<file path="src/include/usb_status_pkg.sv">
// Purpose: constants, layouts and types of the usb address, bank status and pipe flag logic
// Assumes: byte-wide register port, 12-bit byte address, one clock at 25 MHz
// Notes:
// Functional notes
// - a received usb bus reset clears the address enable bit, bit 7.
// - address enable written zero: device answers at default address 0.
// - address enable written one: device answers at the programmed address field.
// - seven-bit address field in bits 6:0, cleared by a usb bus reset.
// - out transfer answered with nak sets that bank's flow error bit 1.
// - isochronous out overrun on a bank sets that bank's flow error bit.
// - in transfers never touch flow error; they set per-bank fail bits instead.
// - crc error on isochronous out data sets the bank's crc error bit 0.
// - each pipe flag clears on writing one; writing zero leaves it alone.
// - pipe stall sets flag bit 5; interrupt when its enable is one.
// - setup transfer completion sets flag bit 4; interrupt when enabled.
// - pipe error sets flag bit 3; interrupt when enabled.
// - failed transfer sets flag bit 2; interrupt when enabled.
// - double-bank pipe completing with bank 1 current sets flag bit 1.
package usb_status_pkg;

    localparam int ADDR_W = 12;
    localparam int NUM_PIPES = 8;
    localparam int NUM_BANKS = 2;
    localparam int PIPE_FLAG_W = 6;
    localparam int BANK_STAT_W = 2;

    // register map, byte addresses
    localparam logic [ADDR_W-1:0] DEV_ADDR_OFS = 12'h00A;
    localparam logic [ADDR_W-1:0] BANK_STATUS_OFS = 12'h80A;
    localparam logic [ADDR_W-1:0] BANK_STRIDE = 12'h010;
    localparam logic [ADDR_W-1:0] EP_STATE_OFS = 12'h806;
    localparam logic [ADDR_W-1:0] PIPE_FLAG_OFS = 12'h107;
    localparam logic [ADDR_W-1:0] PIPE_EN_CLR_OFS = 12'h108;
    localparam logic [ADDR_W-1:0] PIPE_EN_SET_OFS = 12'h109;
    localparam logic [ADDR_W-1:0] PIPE_STRIDE = 12'h020;

    // field positions
    localparam int ADDR_EN_BIT = 7;
    localparam int ADDR_FIELD_MSB = 6;
    localparam int FLOW_ERR_BIT = 1;
    localparam int CRC_ERR_BIT = 0;
    localparam int STALL_BIT = 5;
    localparam int SETUP_SENT_BIT = 4;
    localparam int PIPE_FAULT_BIT = 3;
    localparam int XFER_FAILED_BIT = 2;
    localparam int BANK_ONE_DONE_BIT = 1;
    localparam int BANK_ZERO_DONE_BIT = 0;

    // values after reset
    localparam logic [6:0] ADDR_FIELD_RST = 7'h00;
    localparam logic [6:0] DEFAULT_ADDRESS = 7'h00;
    localparam logic [BANK_STAT_W-1:0] BANK_STAT_RST = 2'h0;
    localparam logic [NUM_BANKS-1:0] BANK_FAIL_RST = 2'h0;
    localparam logic [PIPE_FLAG_W-1:0] PIPE_FLAG_RST = 6'h00;
    localparam logic [PIPE_FLAG_W-1:0] PIPE_EN_RST = 6'h00;
    localparam logic [7:0] READ_IDLE = 8'h00;

    typedef enum logic [1:0] {
        ADDR_DEFAULT = 2'b00,
        ADDR_ASSIGNED = 2'b01
    } addr_state_t;

    typedef struct packed {
        logic out_nak;
        logic iso_overrun;
        logic iso_crc_err;
        logic in_flow_err;
    } bank_evt_t;

    typedef struct packed {
        logic stall;
        logic setup_sent;
        logic pipe_fault;
        logic xfer_failed;
        logic xfer_done;
        logic double_bank;
        logic bank_one_current;
    } pipe_evt_t;

endpackage

</file>
<file path="src/pipe_flag_reg.sv">
// Purpose: one host pipe's sticky interrupt flags and their enable mask
// Assumes: events are one-cycle pulses from the pipe engine
// Notes: next_irq is combinational so the top can register it without lag
`timescale 1ns/100ps
module pipe_flag_reg import usb_status_pkg::*; (
    // clock and reset
    input wire logic clk,
    input wire logic rst_n,
    // pipe events
    input wire pipe_evt_t evt,
    // register writes
    input wire logic flag_wr,
    input wire logic en_clr_wr,
    input wire logic en_set_wr,
    input wire logic [7:0] wr_data,
    // state
    output logic [PIPE_FLAG_W-1:0] flags,
    output logic [PIPE_FLAG_W-1:0] enables,
    output logic next_irq
);

    logic [PIPE_FLAG_W-1:0] set;
    logic [PIPE_FLAG_W-1:0] wr_lo;
    logic [PIPE_FLAG_W-1:0] next_flags;
    logic [PIPE_FLAG_W-1:0] next_enables;
    logic on_bank_one;

    assign wr_lo = wr_data[PIPE_FLAG_W-1:0];
    assign on_bank_one = evt.double_bank && evt.bank_one_current;

    always_comb begin
        set = '0;
        set[STALL_BIT] = evt.stall;
        set[SETUP_SENT_BIT] = evt.setup_sent;
        set[PIPE_FAULT_BIT] = evt.pipe_fault;
        set[XFER_FAILED_BIT] = evt.xfer_failed;
        set[BANK_ONE_DONE_BIT] = evt.xfer_done && on_bank_one;
        set[BANK_ZERO_DONE_BIT] = evt.xfer_done && !on_bank_one;
    end

    // a clear in the same cycle as an event loses to the event
    always_comb begin
        next_flags = (flags & ~(flag_wr ? wr_lo : PIPE_FLAG_RST)) | set;
    end

    always_comb begin
        next_enables = enables;
        if (en_set_wr) begin
            next_enables = enables | wr_lo;
        end else if (en_clr_wr) begin
            next_enables = enables & ~wr_lo;
        end
    end

    assign next_irq = |(next_flags & next_enables);

    always_ff @(posedge clk or negedge rst_n) begin
        if (!rst_n) begin
            flags <= PIPE_FLAG_RST;
        end else begin
            flags <= next_flags;
        end
    end

    always_ff @(posedge clk or negedge rst_n) begin
        if (!rst_n) begin
            enables <= PIPE_EN_RST;
        end else begin
            enables <= next_enables;
        end
    end
endmodule

</file>
<file path="src/usb_addr_status_pipe_flags.sv">
// Purpose: usb device address, per-bank transfer status and host pipe interrupt flags
// Assumes: event inputs are one-cycle pulses synchronous to clk; single-cycle strobes
// Notes: read data stand only in the cycle after the read strobe, zero otherwise
`timescale 1ns/100ps
module usb_addr_status_pipe_flags import usb_status_pkg::*; (
    // clock and reset
    input wire logic clk,
    input wire logic rst_n,
    // register port
    input wire logic [ADDR_W-1:0] addr,
    input wire logic [7:0] wr_data,
    input wire logic wr_stb,
    input wire logic rd_stb,
    output logic [7:0] rd_data,
    // usb link events
    input wire logic usb_reset,
    input wire bank_evt_t [NUM_BANKS-1:0] bank_evt,
    input wire pipe_evt_t [NUM_PIPES-1:0] pipe_evt,
    // device address and interrupt
    output logic [6:0] active_address,
    output logic irq
);

    function automatic logic reg_hit(input logic [ADDR_W-1:0] a,
                                     input logic [ADDR_W-1:0] base,
                                     input logic [ADDR_W-1:0] stride,
                                     input int unsigned idx);
        logic [ADDR_W-1:0] place;
        place = base + ADDR_W'(idx) * stride;
        reg_hit = (a == place);
    endfunction

    // device address
    addr_state_t state;
    addr_state_t next_state;
    logic [6:0] addr_field;
    logic [6:0] next_field;
    logic dev_addr_wr;

    assign dev_addr_wr = wr_stb && (addr == DEV_ADDR_OFS);

    always_comb begin
        next_state = state;
        next_field = addr_field;
        if (dev_addr_wr) begin
            next_field = wr_data[ADDR_FIELD_MSB:0];
            next_state = wr_data[ADDR_EN_BIT] ? ADDR_ASSIGNED : ADDR_DEFAULT;
        end
        // bus reset outranks a software write in the same cycle
        if (usb_reset) begin
            next_field = ADDR_FIELD_RST;
            next_state = ADDR_DEFAULT;
        end
    end

    always_ff @(posedge clk or negedge rst_n) begin
        if (!rst_n) begin
            state <= ADDR_DEFAULT;
        end else begin
            state <= next_state;
        end
    end

    always_ff @(posedge clk or negedge rst_n) begin
        if (!rst_n) begin
            addr_field <= ADDR_FIELD_RST;
        end else begin
            addr_field <= next_field;
        end
    end

    // registered from next values so the link sees the new address at once
    always_ff @(posedge clk or negedge rst_n) begin
        if (!rst_n) begin
            active_address <= DEFAULT_ADDRESS;
        end else begin
            unique case (next_state)
                ADDR_DEFAULT: active_address <= DEFAULT_ADDRESS;
                ADDR_ASSIGNED: active_address <= next_field;
                default: active_address <= DEFAULT_ADDRESS;
            endcase
        end
    end

    // bank status and in-direction fail bits
    logic [BANK_STAT_W-1:0] bank_status [NUM_BANKS];
    logic [NUM_BANKS-1:0] bank_fail;
    logic [NUM_BANKS-1:0] next_bank_fail;
    logic [NUM_BANKS-1:0] fail_set;
    logic ep_state_wr;

    assign ep_state_wr = wr_stb && (addr == EP_STATE_OFS);

    genvar b;
    generate
        for (b = 0; b < NUM_BANKS; b++) begin : g_bank
            logic hit;
            logic [BANK_STAT_W-1:0] set;
            logic [BANK_STAT_W-1:0] next_status;

            assign hit = wr_stb && reg_hit(addr, BANK_STATUS_OFS, BANK_STRIDE, b);

            always_comb begin
                set = '0;
                // in traffic is kept off the flow error bit entirely
                set[FLOW_ERR_BIT] = bank_evt[b].out_nak
                                    || bank_evt[b].iso_overrun;
                set[CRC_ERR_BIT] = bank_evt[b].iso_crc_err;
                next_status = (hit ? wr_data[BANK_STAT_W-1:0] : bank_status[b]) | set;
            end

            always_ff @(posedge clk or negedge rst_n) begin
                if (!rst_n) begin
                    bank_status[b] <= BANK_STAT_RST;
                end else begin
                    bank_status[b] <= next_status;
                end
            end

            assign fail_set[b] = bank_evt[b].in_flow_err;
        end
    endgenerate

    always_comb begin
        next_bank_fail = (bank_fail & ~(ep_state_wr ? wr_data[NUM_BANKS-1:0] : BANK_FAIL_RST))
                         | fail_set;
    end

    always_ff @(posedge clk or negedge rst_n) begin
        if (!rst_n) begin
            bank_fail <= BANK_FAIL_RST;
        end else begin
            bank_fail <= next_bank_fail;
        end
    end

    // host pipe flags, one register set per pipe at a fixed stride
    logic [7:0] pipe_rd [NUM_PIPES];
    logic [NUM_PIPES-1:0] pipe_next_irq;

    genvar p;
    generate
        for (p = 0; p < NUM_PIPES; p++) begin : g_pipe
            logic flag_hit;
            logic clr_hit;
            logic set_hit;
            logic [PIPE_FLAG_W-1:0] flags;
            logic [PIPE_FLAG_W-1:0] enables;

            assign flag_hit = reg_hit(addr, PIPE_FLAG_OFS, PIPE_STRIDE, p);
            assign clr_hit = reg_hit(addr, PIPE_EN_CLR_OFS, PIPE_STRIDE, p);
            assign set_hit = reg_hit(addr, PIPE_EN_SET_OFS, PIPE_STRIDE, p);

            pipe_flag_reg u_flags (
                .clk(clk),
                .rst_n(rst_n),
                .evt(pipe_evt[p]),
                .flag_wr(wr_stb && flag_hit),
                .en_clr_wr(wr_stb && clr_hit),
                .en_set_wr(wr_stb && set_hit),
                .wr_data(wr_data),
                .flags(flags),
                .enables(enables),
                .next_irq(pipe_next_irq[p])
            );

            always_comb begin
                pipe_rd[p] = READ_IDLE;
                if (flag_hit) begin
                    pipe_rd[p] = {2'b00, flags};
                end else if (clr_hit || set_hit) begin
                    pipe_rd[p] = {2'b00, enables};
                end
            end
        end
    endgenerate

    always_ff @(posedge clk or negedge rst_n) begin
        if (!rst_n) begin
            irq <= 1'b0;
        end else begin
            irq <= |pipe_next_irq;
        end
    end

    // read path; unmapped addresses read as zero
    logic [7:0] next_rd;

    always_comb begin
        next_rd = READ_IDLE;
        if (addr == DEV_ADDR_OFS) begin
            next_rd = {state == ADDR_ASSIGNED, addr_field};
        end
        if (addr == EP_STATE_OFS) begin
            next_rd = {6'h00, bank_fail};
        end
        for (int i = 0; i < NUM_BANKS; i++) begin
            if (reg_hit(addr, BANK_STATUS_OFS, BANK_STRIDE, i)) begin
                next_rd = {6'h00, bank_status[i]};
            end
        end
        for (int i = 0; i < NUM_PIPES; i++) begin
            next_rd = next_rd | pipe_rd[i];
        end
    end

    always_ff @(posedge clk or negedge rst_n) begin
        if (!rst_n) begin
            rd_data <= READ_IDLE;
        end else begin
            rd_data <= rd_stb ? next_rd : READ_IDLE;
        end
    end
endmodule

</file>
<file path="config.mk">
export PLATFORM = sky130hd
export DESIGN_NAME = usb_addr_status_pipe_flags
export DESIGN_NICKNAME = d
export VERILOG_FILES = /design/src/include/usb_status_pkg.sv /design/src/pipe_flag_reg.sv /design/src/usb_addr_status_pipe_flags.sv
export SDC_FILE = /design/constraint.sdc
export NUM_CORES = 1
export LEC_CHECK = 0
export BUFFER_PORTS_ARGS = -buffer_cell sky130_fd_sc_hd__clkbuf_2
export CAP_MARGIN = 20
export CORE_UTILIZATION = 25
export CTS_CLUSTER_SIZE = 8
export DETAILED_ROUTE_END_ITERATION = 7
export PLACE_DENSITY = 0.48
export SYNTH_ARGS = -nofsm -noshare
export SYNTH_HDL_FRONTEND = slang
export SYNTH_SLANG_ARGS = --single-unit
</file>
<file path="constraint.sdc">
create_clock -name clk -period 1.86 [get_ports clk]
set_input_delay 0.279 -clock clk [delete_from_list [all_inputs] [get_ports clk]]
set_output_delay 0.279 -clock clk [all_outputs]
set_load 0.01 [all_outputs]
</file>
# After elaboration in Yosys (flattened, before gate mapping)

Index checks and enable logic that the tools add are counted.

RAM bits: 0
ROM bits: 0
Input port bits: 89
Latch bits: 0
Word-level logic and storage cells: 241
Register bits: 127
Memories: 0
Output and inout port bits: 16

Add/sub/neg operators: 0
Multipliers: 0
Eq/ne operators: 30
Order comparisons: 0
Divide/modulo/power cells: 0
Muxes and demuxes: 54
Reduce and logical (&&, ||, !) cells: 71
Bitwise operators: 62
Shift operators: 0

Operators by type and width:

| cell                                            | count |
|---|---|
| == test 12 x 9 -> 1 bit (second input constant) | 24 |
| two-way mux 6 bit                               | 39 |
| AND 6 bit                                       | 24 |
| bitwise OR 6 bit                                | 16 |
| bitwise OR 8 bit                                | 8 |
| NOT 6 bit                                       | 9 |
| logical AND 1 bit                               | 52 |
| two-way mux 8 bit                               | 6 |
| OR reduction 48 bit                             | 1 |
| == test 12 bit (second input constant)          | 3 |
| two-way mux 7 bit                               | 3 |
| == test 12 x 4 -> 1 bit (second input constant) | 1 |
| logical OR 1 bit                                | 10 |
| two-way mux 2 bit                               | 5 |
| zero test 1 bit                                 | 8 |
| bitwise OR 2 bit                                | 3 |
| == test 2 x 1 -> 1 bit (second input constant)  | 2 |
| AND 2 bit                                       | 1 |
| NOT 2 bit                                       | 1 |
| two-way mux 1 bit                               | 1 |

# Logic depth before layout (Yosys ltp)

Word-level depth: 14
Gate-level depth with buffers: 9
Mapped depth without buffers: 7

# Modules after synthesis

A second synthesis with hierarchy kept.

Cells, all modules: 643
Area total of the unflattened synthesis: 6,428.7 um^2

Modules (own cells, without submodules):

| module                     | cells an instance | sequential area each (um^2) | times used | area each (um^2) |
|---|---|---|---|---|
| pipe_flag_reg              | 41                | 300.3                       | 8          | 483.0 |
| usb_addr_status_pipe_flags | 315               | 775.7                       | 1          | 2,565.0 |

# Least setup slack after synthesis

No wires, ideal clock.

Path kind: input to register
From: input port addr[9]
To: register irq
Data required time: 1.735 ns
Path slack: -0.585 ns
Cell stages on the path: 9
Library setup time: 0.125 ns
Data arrival time: 2.320 ns
Path buffers: 2
Cell sequence: or4b_1 clkbuf_1 buf_4 nor4_1 mux2_2 a22oi_2 nand4_1 nor4_1 nand2_1

Elaborated cells between the ends (all ways): 105
Those cells by class: eq/ne: 24; mux: 24; bitwise: 32; reduce/logical: 25

RTL lines:

| element                               | line                              | RTL |
|---|---|---|
| start, declared                       | usb_addr_status_pipe_flags.sv:10  | `input wire logic [ADDR_W-1:0] addr,` |
| == test 12 x 9 -> 1 bit               | usb_addr_status_pipe_flags.sv:30  | `reg_hit = (a == place);` |
| logical AND 1 bit                     | usb_addr_status_pipe_flags.sv:159 | `.en_clr_wr(wr_stb && clr_hit),` |
| two-way mux 6 bit                     | pipe_flag_reg.sv:50               | `end else if (en_clr_wr) begin` |
| two-way mux 6 bit (*)                 | pipe_flag_reg.sv:48               | `if (en_set_wr) begin` |
| net g_pipe[2].u_flags.next_enables[1] | pipe_flag_reg.sv:25               | `logic [PIPE_FLAG_W-1:0] next_enables;` |
| AND 6 bit (*)                         | pipe_flag_reg.sv:55               | `assign next_irq = \|(next_flags & next_enables);` |
| OR reduction 48 bit (*)               | usb_addr_status_pipe_flags.sv:182 | `irq <= \|pipe_next_irq;` |
| end signal, assigned                  | usb_addr_status_pipe_flags.sv:182 |  |
| end, declared                         | usb_addr_status_pipe_flags.sv:21  | `output logic irq` |

The timed path passes the listed nets; every way through them passes the cells marked *.

# Worst setup path after layout

From: input port addr[4]
To: register irq

Elaborated cells between the ends (all ways): 105
Those cells by class: eq/ne: 24; mux: 24; bitwise: 32; reduce/logical: 25

RTL lines:

| element                               | line |
|---|---|
| == test 12 x 9 -> 1 bit               | usb_addr_status_pipe_flags.sv:30 |
| logical AND 1 bit                     | usb_addr_status_pipe_flags.sv:159 |
| two-way mux 6 bit                     | pipe_flag_reg.sv:50 |
| two-way mux 6 bit (*)                 | pipe_flag_reg.sv:48 |
| net g_pipe[1].u_flags.next_enables[5] | pipe_flag_reg.sv:25 |
| AND 6 bit (*)                         | pipe_flag_reg.sv:55 |
| OR reduction 48 bit (*)               | usb_addr_status_pipe_flags.sv:182 |

Marks and branches as above.

==> metrics.txt <==
via count=just over 6000; Placed Cells incl. Taps=around 1100; Fmax=between 400 and 500 MHz; Synth Area per Inst=roughly 11 µm²; share of layout cells above drive strength 1=0.5275; clk_lat worst skew=roughly 430 ps; design area=between 0.01 and 0.015 mm²; maximum vdd drop=0.0005193 V; core area=approximately 0.025 mm²; n_diodes=0; Die Footprint=between 0.02 and 0.03 mm²; # port buffers=~100; drc violations=0; FF/Latch Area=approximately 0.0032 mm²; Slew HR=0.6435; Synth-to-Final Area Change=54.28%; clk sinks=about 130; hold_sp=bank_evt[0]; DR iter-0 viols=just under 600; Fillers=roughly 2400; CTS H-tree depth=4; violated checks=negative setup slack; Routed wire per std cell=24.21 µm; Post-Syn Instances=between 500 and 600; LEAKAGE=between 4 and 5 nW; Critical Path Source=addr[4]; fin util=0.3957; CTS tree=built; outcome=finished with violations; Synth Register Bits=around 130; fin nets=just under 900; Mapped Area=between 0.006 and 0.007 mm²; pwr dens=693.6 mW/mm²; register area share after synthesis=0.4892; CTS Buf Count=17; Max-Cap Viols=0; Async S/R FF share, synth=1.000; largest net degree at the start of global routing=55; DP Area=between 0.008 and 0.009 mm²; Final period util=1.259; Total Neg Setup Slack=-480.9 ps; maximum buffer depth of the clock tree=2; crit path DAT=roughly 2600 ps; Via density=around 5.5; first-pass GRT wire length=between 40000 and 50000 µm; # IOs=between 100 and 150; worst slew pin tran=about 530 ps; Max Slew Vio Count=0; Post-synth EDFFs=0; CP max FO=7; die height=163.2 µm; Worst setup EP type=flop; syn_nets=682; starting density of the core=0.2565; dpl hpwl=about 20000 µm; First-pass DRT Iterations=5; Setup crit start kind=primary input; initial antenna violation count=0; WS Path Type=primary input to flop; non-filler cells, final=1130; prevailing post-synth register cell=dfrtp_1; GRT Total Usage=0.2069; final hold vios=0; antenna viol nets, final=0; GPL Wtd Cong=between 0.8 and 0.9; multi-input logic area=between 0.003 and 0.004 mm²; Crit Reg-Reg Startpoint=g_pipe[2].u_flags.enables[1]; number of global-route vias before repair=6346; Clk pin slew, worst setup/hold paths=about 60 ps; Setup Skew=~6.7 ps; CP required=between 2000 and 2500 ps; placement row count=58; min cycle time layout=around 2300 ps; R2R Setup Slk=approximately 220 ps; root buffer cell=clkbuf_16; Tightest Hold Check Type=primary input to flop; grt ovf=0; DRT Wirelength=27360 µm; final setup margin=-480.9 ps; Ys Warns=0; Synth cell types=47; Die X=~160 µm; Setup Viol. Count Final=1; RSZ-0062 raised after global routing=yes
-- metal layers --
metal	global-route usage	vias up	part of all wire
li1	-	2770	-
met1	0.2839	3136	0.46
met2	0.3153	275	0.45
met3	0.04342	40	0.067
met4	0.08199	0	0.019
met5	0	-	0
-- worst paths after layout --
| check | depth (start not counted) | to |
|---|---|---|
| max in group asynchronous | 3 | g_pipe[5].u_flags.enables[5] |
| max reg2reg | 5 | irq |
| min in group asynchronous | 2 | rd_data[3] |
| max | 10 | irq |
| min reg2reg | 1 | bank_fail[0] |
| min | 2 | bank_fail[0] |
-- logic make-up after synthesis --
| logic type | Yosys count | synth area share |
|---|---|---|
| AND/OR/NAND/NOR | 207 | 0.2022 |
| AO/OA/AOI/OAI | 144 | 0.1733 |
| flip-flops | 127 | 0.4892 |
| buffers and inverters | 60 | 0.04122 |
| multiplexers | 55 | 0.09399 |
-- worst max-delay path: stages --
cell and delay, ps:
clkbuf_8 130, buf_4 130, or4b_4 610, buf_12 180, nor4_4 280, mux2_4 340, a22oi_1 150, nand2_1 110
nor4_4 330, nand2_1 80
-- stage by stage --
stage               total power [mW]  hold slack (ps)  setup slack (ps)
floorplan                      3.070           -16.59            -446.7
global placement               3.497            238.0             -1366
detailed placement             3.499            239.9             -1270
CTS                            6.946            28.26            -419.5
global route                   7.167            42.36            -529.9
finish                         6.951            45.68            -480.9
-- state kept, by name, indices dropped and copies added (netlist names) --
register                cells
addr_field                  7
g_pipe.u_flags.enables     48
irq                         1
g_pipe.u_flags.flags       48
bank_status                 4
rd_data                     8
bank_fail                   2
active_address              7
state                       2
-- synthesized netlist by cell type, types with 2 or more instances --
| library cell | number | area [µm²] |
|---|---|---|
| dfrtp_1 | 127 | 3178 |
| a22oi_1 | 63 | 473.0 |
| nand4_1 | 57 | 356.6 |
| nor4_1 | 50 | 312.8 |
| mux2_2 | 48 | 540.5 |
| a21o_1 | 35 | 262.8 |
| clkbuf_1 | 35 | 131.4 |
| nand2_1 | 26 | 97.59 |
| buf_2 | 19 | 95.09 |
| nor2_1 | 18 | 67.56 |
| nor3_1 | 12 | 60.06 |
| a22o_1 | 11 | 96.34 |
| a32o_1 | 9 | 90.09 |
| a31oi_1 | 8 | 50.05 |
| and2_1 | 7 | 43.79 |
| mux2i_1 | 7 | 70.07 |
| nand3_1 | 7 | 35.03 |
| a21oi_1 | 4 | 20.02 |
| a221oi_1 | 4 | 35.03 |
| a222oi_1 | 4 | 40.04 |
| and3_1 | 3 | 18.77 |
| and4b_1 | 3 | 30.03 |
| buf_4 | 3 | 22.52 |
| nand4bb_1 | 3 | 33.78 |
| nor4b_4 | 3 | 71.32 |
| or4b_1 | 3 | 30.03 |
| a211o_1 | 2 | 17.52 |
| and4bb_2 | 2 | 25.02 |
| nand3b_1 | 2 | 15.01 |
-- report_power, final --
group,switching (mW),internal [mW],leakage (nW),total [mW]
clock,1.36,2.04,0.287,3.40
combinational,0.454,0.322,2.24,0.775
sequential,0.00668,2.77,1.49,2.78
-- layout make-up --
type | count | share of cell area
clock buffer | 19 | 0.04419
clock inverter | 13 | 0.01523
inverter | 1 | 0.0003745
multi-input combinational | 406 | 0.3886
sequential | 127 | 0.3171
tap | 330 | 0.04120
timing repair buffer | 234 | 0.1933
-- cells in the final DEF (no fill, tap or decap), drive strengths merged, types with 8 or more instances in the layout --
master,netlist,final
a22o,11,11
dfrtp,127,127
mux2,48,48
nand2,26,26
clkbuf,35,121
a31oi,8,8
a22oi,64,64
nor4,51,51
a32o,9,9
a21o,35,35
buf,24,130
nor3,12,12
nand4,57,57
nor2,18,18
-- timing repair --
action,4_1_cts,5_1_grt
pin swaps,14,29
hold endpoints to repair,21,0
gates resized for setup,42,83
gates cloned,1,1
hold buffers,1,0
buffers inserted,6,10
setup endpoints to repair,16,21
Power figures use the tool's default switching activity.
